## config.mk

```make
export PLATFORM = sky130hd
export DESIGN_NAME = phy_reset_sequencer
export DESIGN_NICKNAME = d
export VERILOG_FILES = /design/src/hdl/phy_rst_pkg.sv /design/src/hdl/pin_filter_if.sv /design/src/hdl/reset_pin_filter.sv /design/src/hdl/phy_reset_sequencer.sv
export SDC_FILE = /design/constraint.sdc
export NUM_CORES = 1
export LEC_CHECK = 0
export ABC_AREA = 1
export BUFFER_PORTS_ARGS = -buffer_cell sky130_fd_sc_hd__clkbuf_2
export CORE_MARGIN = 4
export CORE_UTILIZATION = 40
export DETAILED_ROUTE_END_ITERATION = 8
export GPL_ROUTABILITY_DRIVEN = 0
export SYNTH_ARGS = -nofsm -noshare
export SYNTH_HDL_FRONTEND = slang
export SYNTH_SLANG_ARGS = --single-unit
```

## constraint.sdc

```tcl
create_clock -name clk -period 3.4 [get_ports clk]
set_clock_uncertainty 0.05 [all_clocks]
set_input_delay 0.34 -clock clk [delete_from_list [all_inputs] [get_ports clk]]
set_output_delay 0.34 -clock clk [all_outputs]
set_load 0.02 [all_outputs]
```

## src/hdl/phy_rst_pkg.sv

```systemverilog
package phy_rst_pkg;

  // ----------------------------------------------------------------
  // Clock and timing
  // ----------------------------------------------------------------
  localparam int CLK_FREQ_MHZ = 200;
  localparam int DEGLITCH_TIME_NS = 1000;
  localparam int DEGLITCH_CYC = (DEGLITCH_TIME_NS * CLK_FREQ_MHZ + 999) / 1000;
  localparam int SHORT_RST_TIME_NS = 1200;
  localparam int SHORT_RST_CYC = (SHORT_RST_TIME_NS * CLK_FREQ_MHZ) / 1000;
  localparam int HW_RELEASE_TIME_MS = 50;
  localparam int HW_RELEASE_CYC = HW_RELEASE_TIME_MS * 1000 * CLK_FREQ_MHZ;
  localparam int SW_RELEASE_TIME_MS = 10;
  localparam int SW_RELEASE_CYC = SW_RELEASE_TIME_MS * 1000 * CLK_FREQ_MHZ;
  localparam int REF_HW_HOLD_TIME_MS = 70;
  localparam int REF_HW_HOLD_CYC = REF_HW_HOLD_TIME_MS * 1000 * CLK_FREQ_MHZ;
  localparam int REF_SW_HOLD_TIME_MS = 25;
  localparam int REF_SW_HOLD_CYC = REF_SW_HOLD_TIME_MS * 1000 * CLK_FREQ_MHZ;

  // ----------------------------------------------------------------
  // Widths and reset values
  // ----------------------------------------------------------------
  localparam int STRAP_W = 5;
  localparam int SYS_ERR_W = 4;
  localparam int SYNC_W = STRAP_W + 3;
  localparam int SYNC_PG_POS = 0;
  localparam int SYNC_OSC_POS = 1;
  localparam int SYNC_PLL_POS = 2;
  localparam int SYNC_STRAP_POS = 3;
  localparam int ELAPSED_W = 24;
  localparam int SHORT_CNT_W = 8;
  localparam int FILT_CNT_W = 8;
  localparam int NUM_SHORT = 2;
  localparam int SHORT_PHY = 0;
  localparam int SHORT_MAC = 1;
  localparam logic [STRAP_W-1:0] STRAP_RST = 5'h00;
  localparam logic [SYS_ERR_W-1:0] SYS_ERR_RST = 4'h0;
  localparam logic [ELAPSED_W-1:0] ELAPSED_RST = 24'h00_0000;
  localparam logic [SHORT_CNT_W-1:0] SHORT_CNT_RST = 8'h00;
  localparam logic [FILT_CNT_W-1:0] FILT_CNT_RST = 8'h00;

  // ----------------------------------------------------------------
  // Start-up sequence states
  // ----------------------------------------------------------------
  typedef enum logic [7:0] {
    S_PWRDN  = 8'h01,
    S_TRI    = 8'h02,
    S_LATCH  = 8'h04,
    S_FUNC   = 8'h08,
    S_SUPPLY = 8'h10,
    S_OSC    = 8'h20,
    S_PLL    = 8'h40,
    S_RUN    = 8'h80
  } seq_state_t;

endpackage

```

## src/hdl/pin_filter_if.sv

```systemverilog
`timescale 1ns/1ps
interface pin_filter_if;
  logic held_low;
  modport producer (output held_low);
  modport consumer (input held_low);
endinterface

```

## src/hdl/reset_pin_filter.sv

```systemverilog
`timescale 1ns/1ps
module reset_pin_filter (
  input wire logic clk,
  input wire logic rstn,
  input wire logic reset_pin_n,
  pin_filter_if.producer flt
);

  // ----------------------------------------------------------------
  // Pin synchroniser
  // ----------------------------------------------------------------
  logic pin_meta_reg;
  logic pin_sync_reg;

  always_ff @(posedge clk or negedge rstn) begin
    if (!rstn) begin
      pin_meta_reg <= 1'b1;
      pin_sync_reg <= 1'b1;
    end else begin
      pin_meta_reg <= reset_pin_n;
      pin_sync_reg <= pin_meta_reg;
    end
  end

  // ----------------------------------------------------------------
  // Low-time filter
  // ----------------------------------------------------------------
  logic [phy_rst_pkg::FILT_CNT_W-1:0] low_cnt_reg;
  logic [phy_rst_pkg::FILT_CNT_W-1:0] low_cnt_next;
  logic held_low_reg;
  logic held_low_next;
  localparam logic [phy_rst_pkg::FILT_CNT_W-1:0] FILT_LIMIT =
    phy_rst_pkg::FILT_CNT_W'(phy_rst_pkg::DEGLITCH_CYC);

  always_comb begin
    low_cnt_next = phy_rst_pkg::FILT_CNT_RST;
    if (!pin_sync_reg) begin
      low_cnt_next = (low_cnt_reg == FILT_LIMIT) ? low_cnt_reg : low_cnt_reg + 8'h01; // [RULE6]
    end
    held_low_next = !pin_sync_reg && (low_cnt_next == FILT_LIMIT); // [RULE6]
  end

  always_ff @(posedge clk or negedge rstn) begin
    if (!rstn) begin
      low_cnt_reg <= phy_rst_pkg::FILT_CNT_RST;
      held_low_reg <= 1'b0;
    end else begin
      low_cnt_reg <= low_cnt_next;
      held_low_reg <= held_low_next;
    end
  end

  assign flt.held_low = held_low_reg;
endmodule

```

## src/hdl/phy_reset_sequencer.sv

```systemverilog
`timescale 1ns/1ps
// Functional notes
// RULE1: System error flags are sticky; only a hardware reset clears them.
// RULE2: Host sets matching enable bits before errors may raise the interrupt.
// RULE3: MAC-side output pins are driven low whenever the core is in reset.
// RULE4: At power-up stay in hardware reset until power is good.
// RULE5: Host holds the reset pin low for at least ten microseconds.
// RULE6: Reset pin lows shorter than one microsecond are filtered out.
// RULE7: On pin release: tristate, latch straps, then enable functional pins.
// RULE8: Oscillator starts after supplies are good; PLL after oscillator settles.
// RULE9: Logic released and registers accessible within 50 ms of pin release.
// RULE10: Reference clock held low during pin reset and at most 70 ms after.
// RULE11: Software reset repeats the hardware sequence without supply validation.
// RULE12: Software reset tristates, relatches straps, restarts oscillator then PLL.
// RULE13: Logic released within 10 ms after the software reset bit is set.
// RULE14: System-ready flag set once the start-up sequence has finished.
// RULE15: Reference clock low at most 25 ms after a software reset.
// RULE16: PHY core reset bit resets PHY logic for 1.2 us, then self-clears.
// RULE17: PHY core reset keeps register contents and access throughout.
// RULE18: MAC-side reset bit resets only MAC interface for 1.2 us, self-clears.
// RULE19: MAC-side reset aborts frames but keeps link and register values.
// RULE20: While reset pin is low: clocks gated, pins tristated, no register access.
// RULE21: Software reset bit reads zero once its reinitialisation completes.
module phy_reset_sequencer #(
  parameter int HW_RELEASE_CYC = phy_rst_pkg::HW_RELEASE_CYC,
  parameter int SW_RELEASE_CYC = phy_rst_pkg::SW_RELEASE_CYC,
  parameter int REF_HW_HOLD_CYC = phy_rst_pkg::REF_HW_HOLD_CYC,
  parameter int REF_SW_HOLD_CYC = phy_rst_pkg::REF_SW_HOLD_CYC
) (
  input wire logic clk,
  input wire logic rstn,
  input wire logic reset_pin_n,
  input wire logic power_good,
  input wire logic osc_stable,
  input wire logic pll_locked,
  input wire logic [phy_rst_pkg::STRAP_W-1:0] strap_pins,
  input wire logic soft_reset_wr,
  input wire logic phy_core_reset_wr,
  input wire logic mac_side_reset_wr,
  input wire logic [phy_rst_pkg::SYS_ERR_W-1:0] sys_err_events,
  input wire logic [phy_rst_pkg::SYS_ERR_W-1:0] system_irq_enables,
  output logic io_oe,
  output logic [phy_rst_pkg::STRAP_W-1:0] strap_latched,
  output logic clocks_gated,
  output logic osc_enable,
  output logic pll_enable,
  output logic logic_reset_n,
  output logic regs_accessible,
  output logic ref_clock_out_en,
  output logic mac_pins_low,
  output logic chip_soft_reset_bit,
  output logic phy_core_reset_bit,
  output logic mac_side_reset_bit,
  output logic system_ready_flag,
  output logic [phy_rst_pkg::SYS_ERR_W-1:0] system_irq_flags,
  output logic sys_err_irq
);

  // ----------------------------------------------------------------
  // Decode helpers
  // ----------------------------------------------------------------
  function automatic logic in_boot(input phy_rst_pkg::seq_state_t s);
    in_boot = (s != phy_rst_pkg::S_PWRDN) && (s != phy_rst_pkg::S_RUN);
  endfunction

  function automatic logic pins_functional(input phy_rst_pkg::seq_state_t s);
    pins_functional = (s == phy_rst_pkg::S_FUNC) || (s == phy_rst_pkg::S_SUPPLY) ||
                      (s == phy_rst_pkg::S_OSC) || (s == phy_rst_pkg::S_PLL) ||
                      (s == phy_rst_pkg::S_RUN);
  endfunction

  function automatic logic osc_on(input phy_rst_pkg::seq_state_t s);
    osc_on = (s == phy_rst_pkg::S_OSC) || (s == phy_rst_pkg::S_PLL) ||
             (s == phy_rst_pkg::S_RUN);
  endfunction

  // ----------------------------------------------------------------
  // Reset pin filter
  // ----------------------------------------------------------------
  pin_filter_if pin_flt ();

  reset_pin_filter u_pin_filter (
    .clk(clk),
    .rstn(rstn),
    .reset_pin_n(reset_pin_n),
    .flt(pin_flt.producer)
  );

  // ----------------------------------------------------------------
  // Pin synchronisers
  // ----------------------------------------------------------------
  logic [phy_rst_pkg::SYNC_W-1:0] meta_reg;
  logic [phy_rst_pkg::SYNC_W-1:0] sync_reg;
  logic pg_s;
  logic osc_s;
  logic pll_s;
  logic [phy_rst_pkg::STRAP_W-1:0] strap_s;

  always_ff @(posedge clk or negedge rstn) begin
    if (!rstn) begin
      meta_reg <= '0;
      sync_reg <= '0;
    end else begin
      meta_reg <= {strap_pins, pll_locked, osc_stable, power_good};
      sync_reg <= meta_reg;
    end
  end

  assign pg_s = sync_reg[phy_rst_pkg::SYNC_PG_POS];
  assign osc_s = sync_reg[phy_rst_pkg::SYNC_OSC_POS];
  assign pll_s = sync_reg[phy_rst_pkg::SYNC_PLL_POS];
  assign strap_s = sync_reg[phy_rst_pkg::SYNC_STRAP_POS +: phy_rst_pkg::STRAP_W];

  // ----------------------------------------------------------------
  // Start-up sequencer
  // ----------------------------------------------------------------
  phy_rst_pkg::seq_state_t state_reg;
  phy_rst_pkg::seq_state_t state_next;
  logic soft_mode_reg;
  logic soft_mode_next;
  logic [phy_rst_pkg::ELAPSED_W-1:0] elapsed_reg;
  logic [phy_rst_pkg::ELAPSED_W-1:0] elapsed_next;
  logic [phy_rst_pkg::ELAPSED_W-1:0] release_limit;
  logic [phy_rst_pkg::STRAP_W-1:0] strap_next;

  assign release_limit = soft_mode_reg ? phy_rst_pkg::ELAPSED_W'(SW_RELEASE_CYC) :
                                         phy_rst_pkg::ELAPSED_W'(HW_RELEASE_CYC);

  always_comb begin
    state_next = state_reg;
    soft_mode_next = soft_mode_reg;
    strap_next = strap_latched;
    elapsed_next = elapsed_reg;
    if (in_boot(state_reg) && (elapsed_reg != '1)) begin
      elapsed_next = elapsed_reg + 24'h00_0001;
    end
    if (pin_flt.held_low) begin
      state_next = phy_rst_pkg::S_PWRDN; // [RULE20]
      soft_mode_next = 1'b0;
      elapsed_next = phy_rst_pkg::ELAPSED_RST;
    end else begin
      unique case (state_reg)
        phy_rst_pkg::S_PWRDN: begin
          state_next = phy_rst_pkg::S_TRI; // [RULE7]
          elapsed_next = phy_rst_pkg::ELAPSED_RST;
        end
        phy_rst_pkg::S_TRI: begin
          state_next = phy_rst_pkg::S_LATCH; // [RULE7] [RULE12]
        end
        phy_rst_pkg::S_LATCH: begin
          strap_next = strap_s; // [RULE7] [RULE12]
          state_next = phy_rst_pkg::S_FUNC;
        end
        phy_rst_pkg::S_FUNC: begin
          state_next = soft_mode_reg ? phy_rst_pkg::S_OSC : phy_rst_pkg::S_SUPPLY; // [RULE11]
        end
        phy_rst_pkg::S_SUPPLY: begin
          state_next = pg_s ? phy_rst_pkg::S_OSC : phy_rst_pkg::S_SUPPLY; // [RULE4] [RULE8]
          // Deadline counts from good supplies, never skips them
          elapsed_next = pg_s ? elapsed_next : phy_rst_pkg::ELAPSED_RST; // [RULE4]
        end
        phy_rst_pkg::S_OSC: begin
          if (osc_s) begin
            state_next = phy_rst_pkg::S_PLL; // [RULE8] [RULE12]
          end
        end
        phy_rst_pkg::S_PLL: begin
          if (pll_s) begin
            state_next = phy_rst_pkg::S_RUN;
          end
        end
        phy_rst_pkg::S_RUN: begin
          if (soft_reset_wr) begin
            state_next = phy_rst_pkg::S_TRI; // [RULE11] [RULE12]
            soft_mode_next = 1'b1;
            elapsed_next = phy_rst_pkg::ELAPSED_RST;
          end
        end
        default: begin
          state_next = phy_rst_pkg::S_PWRDN;
        end
      endcase
      if (in_boot(state_reg) && (elapsed_reg >= release_limit)) begin
        state_next = phy_rst_pkg::S_RUN; // [RULE9] [RULE13]
      end
      if (state_next == phy_rst_pkg::S_RUN) begin
        soft_mode_next = 1'b0; // [RULE21]
      end
    end
  end

  always_ff @(posedge clk or negedge rstn) begin
    if (!rstn) begin
      state_reg <= phy_rst_pkg::S_PWRDN; // [RULE4]
      soft_mode_reg <= 1'b0;
      elapsed_reg <= phy_rst_pkg::ELAPSED_RST;
    end else begin
      state_reg <= state_next;
      soft_mode_reg <= soft_mode_next;
      elapsed_reg <= elapsed_next;
    end
  end

  // ----------------------------------------------------------------
  // Short self-clearing resets
  // ----------------------------------------------------------------
  logic [phy_rst_pkg::SHORT_CNT_W-1:0] sr_cnt_reg [phy_rst_pkg::NUM_SHORT];
  logic [phy_rst_pkg::SHORT_CNT_W-1:0] sr_cnt_next [phy_rst_pkg::NUM_SHORT];
  logic [phy_rst_pkg::NUM_SHORT-1:0] sr_wr;
  logic [phy_rst_pkg::NUM_SHORT-1:0] sr_busy_next;

  assign sr_wr[phy_rst_pkg::SHORT_PHY] = phy_core_reset_wr;
  assign sr_wr[phy_rst_pkg::SHORT_MAC] = mac_side_reset_wr;

  for (genvar i = 0; i < phy_rst_pkg::NUM_SHORT; i++) begin : g_short
    always_comb begin
      sr_cnt_next[i] = phy_rst_pkg::SHORT_CNT_RST;
      if (state_next == phy_rst_pkg::S_RUN) begin
        if (sr_cnt_reg[i] != phy_rst_pkg::SHORT_CNT_RST) begin
          sr_cnt_next[i] = sr_cnt_reg[i] - 8'h01; // [RULE16] [RULE18]
        end else if (sr_wr[i] && (state_reg == phy_rst_pkg::S_RUN)) begin
          sr_cnt_next[i] = phy_rst_pkg::SHORT_CNT_W'(phy_rst_pkg::SHORT_RST_CYC);
        end
      end
      sr_busy_next[i] = sr_cnt_next[i] != phy_rst_pkg::SHORT_CNT_RST;
    end

    always_ff @(posedge clk or negedge rstn) begin
      if (!rstn) begin
        sr_cnt_reg[i] <= phy_rst_pkg::SHORT_CNT_RST;
      end else begin
        sr_cnt_reg[i] <= sr_cnt_next[i];
      end
    end
  end

  // ----------------------------------------------------------------
  // System error flags
  // ----------------------------------------------------------------
  logic [phy_rst_pkg::SYS_ERR_W-1:0] flags_next;
  logic irq_next;

  always_comb begin
    flags_next = system_irq_flags | sys_err_events; // [RULE1]
    if (pin_flt.held_low) begin
      flags_next = phy_rst_pkg::SYS_ERR_RST; // [RULE1]
    end
    irq_next = |(flags_next & system_irq_enables); // [RULE2]
  end

  // ----------------------------------------------------------------
  // Output registers
  // ----------------------------------------------------------------
  logic run_next;

  assign run_next = state_next == phy_rst_pkg::S_RUN;

  always_ff @(posedge clk or negedge rstn) begin
    if (!rstn) begin
      io_oe <= 1'b0;
      strap_latched <= phy_rst_pkg::STRAP_RST;
      clocks_gated <= 1'b1;
      osc_enable <= 1'b0;
      pll_enable <= 1'b0;
      logic_reset_n <= 1'b0;
      regs_accessible <= 1'b0;
      ref_clock_out_en <= 1'b0;
      mac_pins_low <= 1'b1;
      chip_soft_reset_bit <= 1'b0;
      phy_core_reset_bit <= 1'b0;
      mac_side_reset_bit <= 1'b0;
      system_ready_flag <= 1'b0;
      system_irq_flags <= phy_rst_pkg::SYS_ERR_RST;
      sys_err_irq <= 1'b0;
    end else begin
      io_oe <= pins_functional(state_next); // [RULE7] [RULE20]
      strap_latched <= strap_next;
      clocks_gated <= state_next == phy_rst_pkg::S_PWRDN; // [RULE20]
      osc_enable <= osc_on(state_next); // [RULE8]
      pll_enable <= (state_next == phy_rst_pkg::S_PLL) || run_next; // [RULE8]
      logic_reset_n <= run_next; // [RULE9] [RULE13]
      regs_accessible <= run_next; // [RULE17] [RULE19]
      ref_clock_out_en <= run_next; // [RULE10] [RULE15]
      mac_pins_low <= !run_next || (|sr_busy_next); // [RULE3] [RULE19]
      chip_soft_reset_bit <= soft_mode_next; // [RULE21]
      phy_core_reset_bit <= sr_busy_next[phy_rst_pkg::SHORT_PHY]; // [RULE16] [RULE17]
      mac_side_reset_bit <= sr_busy_next[phy_rst_pkg::SHORT_MAC]; // [RULE18] [RULE19]
      system_ready_flag <= run_next; // [RULE14]
      system_irq_flags <= flags_next;
      sys_err_irq <= irq_next;
    end
  end
endmodule

```

==> impl_metrics.ini, run 1 <==
[synthesis]
synth.distinct_cells = 46
yosys_warnings = 0
synthArstFlopShare_pct = 100
syn_area_per_cell_um2 = 8.44
synthFlopType = dfrtp_1
synth_nets = 607
syn_inst = 572
ys_ff_latch = 94
syn-cell-area_um2 = 4830
synth-seq-area-share_pct = 48.8
synth_edf_count = 0

[pwr]
power.density_nw_per_um2 = 525
leakagePower_nw = 2.92
finalPower_mw = 2.88
peakVddDrop_mv = 0.272

[worst_setup_path]
reg2reg_to = io_oe$_DFF_PN0_
r2r-start = chip_soft_reset_bit$_DFFE_PN0P_
r2r_cells = 14
critPathCaptureType = flop
startpoint_type = flop
cp.arrival_ps = 2480
path_class = reg2reg
cp_max_fo = 11
reg2reg_setup_slack_ps = 1090
required_ps = 3570

[sta]
grt_setup_unrepaired = false
max_slew_margin_pct = 56.5
fmax_mhz = 434
tns_ps = 0
slew_violations = 0
fin_crit_sh_pct = 67.8
hold_viol = 0
tightest_slew_ps = 646
fin_crit_ps = 2310
final-setup-viol-count = 0
worst_slack_ps = 1090

[cts]
cts_setup_buffers = 0
clock_latency_ps = 340
htreeDepth = 3
clock_path_buffers = 2
post_cts_resized = 0
cts_tree = built
cts-buffers-inserted = 9
clk_pin_slew_ps = 70
cts_sinks = 94
hold_buffers = 1
root_buffer = clkbuf_16

[route]
via_per_inst = 4.89
drc = 0
met2WireLength_um = 4360
wl_met1_um = 4890
postRouteAntennaNets = 0
wl_per_cell_um = 12.6
wl_met3_um = 308
vias = 3762
drt_iter0_markers = 210
drt-pass1-iter-count = 4
drt_wl_total_um = 9700
top_layer_used = met4

[min_path]
hp-start = reset_pin_n
min_to = u_pin_filter.pin_meta_reg$_DFF_PN1_
min_path_cells = 1
hold_path.class = in2reg

[global_route]
antenna_found_initial = 0
grt_pass1_wl_um = 17200
grt_pass1_vias = 3738
overflow = 0
grt_max_degree = 47
grtUsageTotal_pct = 14.8

[run_status]
status = complete, no violations

[placement]
placed_cells = 753
io_buffer_count = 43
dp_hpwl_um = 7360
pre_cts_slack_ps = 1070

[layout]
layout_commonest_cell = nand2_1
final_cell_count_no_fill = 770
area_delta_synth_final_pct = 13.6
drive_gt1_share_pct = 18.0
final_util_pct = 47.2
antenna_cells = 0
nets = 657
largest_register_ff_count = 24
final_cell_mix = nand2_1, inv_1, dfrtp_1, nor2_1, clkbuf_2

[die]
dieHeight_um = 118
rows = 39
start_util_pct = 41.6
die_x_um = 118
core_um2 = 11600
io_pins = 44
dieArea_um2 = 13900

[job]
max_cap_violations = 0
-- cells in the mapped netlist, types with 5 or more instances --
cell type    n  area (µm²)
a21oi_1     22         110
dfrtp_1     89        2230
dfstp_2      5         131
ha_1        13         163
inv_1       98         368
inv_2        5        18.8
mux2_2       5        56.3
nand2_1    104         390
nand2_2      5        31.3
nand3_1     34         170
nand4_1     11        68.8
nor2_1      71         267
nor2_4       6        67.6
nor3_1      12        60.1
nor4_1       6        37.5
o211ai_1     9        67.6
o21ai_0     21         105
xor2_1       6        52.6
-- per-layer routing --
layer,up-vias,global-route usage (%)
li1,1918,-
met1,1770,21.0
met2,64,23.3
met3,10,2.31
met4,0,4.91
met5,-,0
-- how the worst max path moves through the flow --
stage,depth (start not counted),slack (ps),start,end
after floorplan,15,1250,chip_soft_reset_bit$_DFFE_PN0P_,mac_pins_low$_DFF_PN1_
after global placement,14,1210,chip_soft_reset_bit$_DFFE_PN0P_,io_oe$_DFF_PN0_
after detailed placement,14,1070,chip_soft_reset_bit$_DFFE_PN0P_,io_oe$_DFF_PN0_
after CTS,14,1080,chip_soft_reset_bit$_DFFE_PN0P_,io_oe$_DFF_PN0_
after global routing,14,750,chip_soft_reset_bit$_DFFE_PN0P_,io_oe$_DFF_PN0_
final,14,1090,chip_soft_reset_bit$_DFFE_PN0P_,io_oe$_DFF_PN0_
-- power by group --
part / switching [mW] / total, mW / internal, mW / leakage, nW
combinational: 0.433 / 0.637 / 0.204 / 1.57
clock: 0.458 / 0.970 / 0.512 / 0.141
sequential: 0.0520 / 1.27 / 1.22 / 1.21
-- metrics by stage --
stage	cell area (µm²)	hold WS (ps)
floorplan	4830	-5.59
global placement	5180	282
detailed placement	5180	285
CTS	5490	14.9
global route	5490	12.1
finish	5490	25.6
-- final cells by class --
class | instances | area (µm²)
Sequential cell | 94 | 2360
Tap cell | 143 | 179
Timing Repair Buffer | 47 | 250
Fill cell | 1133 | 6130
Clock buffer | 9 | 225
Clock inverter | 7 | 66.3
Inverter | 104 | 392
Multi-Input combinational cell | 366 | 2020
-- cell families (layout without fill, tap and decap cells) --
group / Yosys count / count (layout) / share of synthesized area (%)
mux: 5 / 5 / 1.17
compound gates: 67 / 67 / 8.32
flops: 94 / 94 / 48.8
xor+xnor: 7 / 7 / 1.27
fa+ha+maj: 13 / 13 / 3.37
buf+inv: 112 / 167 / 9.43
simple gates: 274 / 274 / 27.6
-- critical path: stages, from the launching register on --
cell and delay [ps]:
dfrtp_1 490, inv_1 130, ha_1 330, nand2_1 70, nand2_1 40, nand2_1 50, nand2_1 40, a21oi_1 150
nand3_2 110, nand2_4 140, a21oi_4 100, inv_2 200, nand3_1 130, nor2_1 90, o21ai_0 80
Note: power is estimated with default switching activity, not from simulation.
==> inputs of run 2 (changes only) <==
- clock period: 3.4 -> 2.41 ns (I/O delays scaled with it)
==> run 2 against run 1 <==
Compared with the run above:
- wire length is 0.30% higher
- hold slack improved by 44 ps
- global-route usage about the same
- register-to-register slack lost 820 ps
- sequential share of layout area down 0.82 points
- sequential power up 41%
- sequential cell count is the same
- largest cell class unchanged
- largest power group unchanged
- highest routed layer unchanged
==> impl_metrics.ini, run 2 (synthesis gave the netlist of run 1 again) <==
[run_status]
status = complete, no violations

[cts]
cts_tree = built
cts-buffers-inserted = 9
htreeDepth = 3
clock_latency_ps = 340
root_buffer = clkbuf_16
cts_sinks = 94
cts_setup_buffers = 0
clk_pin_slew_ps = 70
clock_path_buffers = 2

[global_route]
antenna_found_initial = 0
overflow = 0
grt_max_degree = 55
grtUsageTotal_pct = 14.8
grt_pass1_vias = 3738
grt_pass1_wl_um = 17000

[worst_setup_path]
r2r_cells = 14
path_depth = 14
worst_path_max_delay_cell = dfrtp_2
cp.arrival_ps = 2350
critical_path_buf_inv_count = 1
critPathMaxStageDelay_ps = 420
cp_cell_sequence = inv_1 -> ha_1 -> nand2_1 -> nand2_1 -> nand2_1 -> nand2_1 -> a21oi_1 -> nand3_2 -> nand2_4 -> nand2_4 -> o211ai_1 -> nand2_1 -> nor2_1 -> nand3_1
cpMostUsedCell = nand2_1
crit_family = simple AND/OR/NAND/NOR gates
required_ps = 2620
startpoint_type = flop
path_class = reg2reg
critPathCaptureType = flop
cp_max_fo = 11

[layout]
final_cell_count_no_fill = 781
drive_gt1_share_pct = 18.0
layout_commonest_cell = nand2_1
final_cell_mix = nand2_1, inv_1, dfrtp_1, nor2_1, clkbuf_2
register_area_um2 = 2360
largest_register_ff_count = 24
area_delta_synth_final_pct = 15.9
antenna_cells = 0
fill_cells = 1095
nets = 668
multi_input_area_um2 = 2020

[sta]
worst_slack_ps = 270
hold_viol = 0
tns_ps = 0
fin_crit_sh_pct = 88.8
fmax_mhz = 467
slew_violations = 0
max_slew_margin_pct = 53.8
grt_setup_unrepaired = false
fin_crit_ps = 2140
final-setup-viol-count = 0
tightest_slew_ps = 687

[pwr]
leakagePower_nw = 2.97
peakVddDrop_mv = 0.394
power.density_nw_per_um2 = 720

[placement]
dp_hpwl_um = 7330
placed_cells = 755
pre_cts_slack_ps = 163
io_buffer_count = 43

[route]
postRouteAntennaNets = 0
drc = 0
drt_wl_total_um = 9720
via_per_inst = 4.87
drt_iter0_markers = 187
drt-pass1-iter-count = 4
wl_per_cell_um = 12.5
vias = 3800

[min_path]
min_path_cells = 3
hold_path.class = in2reg

[die]
core_um2 = 11600
dieArea_um2 = 13900
die_x_um = 118
dieHeight_um = 118
io_pins = 44
rows = 39
start_util_pct = 41.6

[job]
max_cap_violations = 0
run 2: cell types whose count changed in the layout (fill, tap and decap cells not counted), sizes merged:
cell,before,now
inv,106,105
buf,4,6
clkbuf,51,52
dlygate4sd3,1,10
run 2: metal layers:
metal / global-route usage [%] / up-vias / wire [µm]
li1: - / 1945 / -
met1: 20.6 / 1771 / 4900
met2: 22.7 / 71 / 4300
met3: 2.21 / 13 / 314
met4: 7.18 / 0 / 210
met5: 0 / - / 0
run 2: cell type report:
cell class	count	share of cell area (%)
multi-input combinational	366	36.1
sequential	94	42.2
timing repair buffer	58	6.57
tap	143	3.20
clock buffer	10	4.09
inverter	104	7.04
clock inverter	6	0.827
run 2: worst paths after layout:
path                       slack, ps                             from                                  end
max                              270  chip_soft_reset_bit$_DFFE_PN0P_               mac_pins_low$_DFF_PN1_
min                               70            system_irq_enables[3]                sys_err_irq$_DFF_PN0_
max reg2reg                      270  chip_soft_reset_bit$_DFFE_PN0P_               mac_pins_low$_DFF_PN1_
min reg2reg                      300            meta_reg[7]$_DFF_PN0_                sync_reg[7]$_DFF_PN0_
max in group asynchronous       1420                             rstn  u_pin_filter.pin_meta_reg$_DFF_PN1_
min in group asynchronous        260                             rstn                meta_reg[6]$_DFF_PN0_
run 2: power by group:
part | switching [mW] | leakage [nW] | internal, mW
combinational | 0.607 | 1.62 | 0.301
sequential | 0.0709 | 1.21 | 1.72
clock | 0.617 | 0.135 | 0.709
run 2: timing repair:
action / 4_1_cts / 5_1_grt
setup endpoints to repair: 0 / 4
gates resized for setup: 0 / 3
hold endpoints to repair: 29 / 0
hold buffers: 10 / 0
run 2: stage by stage:
step / power [mW] / instance area (µm²) / hold slack (ps) / util, %
floorplan: 2.49 / 4830 / -105 / -
global placement: 2.72 / 5210 / 96.8 / 44.9
detailed placement: 2.74 / 5210 / 95.9 / 44.9
CTS: 4.09 / 5590 / 60.6 / 48.1
global route: 4.28 / 5600 / 78.2 / 48.2
finish: 4.03 / 5600 / 69.2 / 48.2
run 2: worst reg2reg max path: cells and delay by family (launching register included):
family	cells	cell delay (ps)
buf+inv	1	100
simple gates	10	920
flops	1	420
fa+ha+maj	1	320
compound gates	2	240
==> inputs of run 3 (changes only) <==
- RECOVER_POWER: not set -> 100
==> run 3 against run 2 <==
Compared with the run above:
- sequential share of layout area increased by 0.58 points
- die area unchanged
- total power decreased by 1.0%
- cell count unchanged
- non-clock buffer count is the same
- combinational power shrank 3.7%
- clock power hardly changed
- sequential cell count unchanged
- maximum frequency fell by 0.82%
- core utilization decreased by 0.66 points
- wire length barely moved
- via count about the same
==> impl_metrics.ini, run 3 (synthesis gave the netlist of run 1 again) <==
[die]
rows = 39
start_util_pct = 41.6
die_x_um = 118
dieArea_um2 = 13900
core_um2 = 11600
dieHeight_um = 118
io_pins = 44

[global_route]
grt_max_degree = 55
grt_pass1_wl_um = 17000
overflow = 0
grt_pass1_vias = 3738
grtUsageTotal_pct = 14.8
antenna_found_initial = 0

[sta]
final-setup-viol-count = 0
hold_viol = 0
fmax_mhz = 463
tightest_slew_ps = 1170
slew_violations = 0
grt_setup_unrepaired = false
fin_crit_sh_pct = 89.5
fin_crit_ps = 2160
tns_ps = 0
max_slew_margin_pct = 21.9

[layout]
fill_cells = 1113
multi_input_area_um2 = 1980
register_area_um2 = 2360
antenna_cells = 0
final_cell_mix = nand2_1, inv_1, dfrtp_1, nor2_1, nand3_1
layout_commonest_cell = nand2_1
drive_gt1_share_pct = 13.3
nets = 668
largest_register_ff_count = 24
area_delta_synth_final_pct = 14.3

[worst_setup_path]
path_class = reg2reg
required_ps = 2640
startpoint_type = flop
cp_max_fo = 11
cp.arrival_ps = 2380
critPathCaptureType = flop
r2r_cells = 12

[cts]
clk_pin_slew_ps = 70
cts_tree = built
cts-buffers-inserted = 9
root_buffer = clkbuf_16
clock_path_buffers = 2
cts_setup_buffers = 0
clock_latency_ps = 340
htreeDepth = 3
cts_sinks = 94

[pwr]
finalPower_mw = 3.99
peakVddDrop_mv = 0.393
leakagePower_nw = 2.85
power.density_nw_per_um2 = 722

[route]
wl_per_cell_um = 12.5
drc = 0
via_per_inst = 4.87
drt-pass1-iter-count = 4
drt_iter0_markers = 172
postRouteAntennaNets = 0
vias = 3801
drt_wl_total_um = 9730

[placement]
io_buffer_count = 43
dp_hpwl_um = 7330

[min_path]
hold_path.class = in2reg
min_path_cells = 3

[run_status]
status = complete, no violations

[job]
max_cap_violations = 0
[run 3: changes by cell type in the layout (fill, tap and decap cells not counted), sizes merged]
| cell | before | now |
|---|---|---|
| buf | 6 | 4 |
| clkbuf | 52 | 54 |
| clkinv | 4 | 5 |
| inv | 105 | 104 |
[run 3: report_power, final]
part           switching [mW]  internal (mW)
registers              0.0705           1.72
logic                   0.590          0.284
clock network           0.612          0.709
total                    1.27           2.71
[run 3: stage by stage]
step / std cells / hold WS, ps / worst slack [ps] / util (%) / instance area, µm²
after floorplan: 572 / -105 / 260 / - / 4830
after global routing: 781 / 78.2 / 28.0 / 47.5 / 5520
after global placement: 755 / 96.8 / 231 / 44.9 / 5210
final: 781 / 66.8 / 252 / 47.5 / 5520
after CTS: 781 / 60.6 / 156 / 48.1 / 5590
after detailed placement: 755 / 95.9 / 163 / 44.9 / 5210
[run 3: worst paths after layout]
kind / start / end / slack, ps
setup / recovery: chip_soft_reset_bit$_DFFE_PN0P_ / sr_cnt_reg[1]$_DFF_PN0_ / 250
hold / removal: system_irq_enables[3] / sys_err_irq$_DFF_PN0_ / 70
setup reg to reg: chip_soft_reset_bit$_DFFE_PN0P_ / sr_cnt_reg[1]$_DFF_PN0_ / 250
hold reg to reg: meta_reg[7]$_DFF_PN0_ / sync_reg[7]$_DFF_PN0_ / 300
max in group asynchronous: rstn / u_pin_filter.pin_sync_reg$_DFF_PN1_ / 570
min in group asynchronous: rstn / meta_reg[6]$_DFF_PN0_ / 600
[run 3: cell type report]
class | count | share of cell area, %
Inverter | 104 | 7.14
Multi-Input combinational cell | 366 | 35.8
Clock inverter | 6 | 0.839
Tap cell | 143 | 3.24
Timing Repair Buffer | 58 | 6.05
Sequential cell | 94 | 42.7
Clock buffer | 10 | 4.15
[run 3: what timing repair did]
action	CTS	global route
endpoints found under the setup margin	0	4
hold buffers	10	0
endpoints found under the hold margin	29	0
gates resized for setup	0	3
[run 3: metal layers]
layer	track usage (%)	vias to the layer above	wire length, µm
met4	7.18	0	218
li1	-	1947	-
met2	22.7	79	4300
met1	20.6	1760	4850
met3	2.21	15	367
met5	0	-	0
[run 3: critical path: stages (launching register included)]
cell	delay (ps)
dfrtp_2	420
inv_1	90
ha_1	300
nand4_1	100
nor2_1	150
nand3_1	100
nand3_2	100
nand2_4	110
a21oi_4	240
inv_4	100
nor2_1	110
clkinv_1	110
nor2_1	90
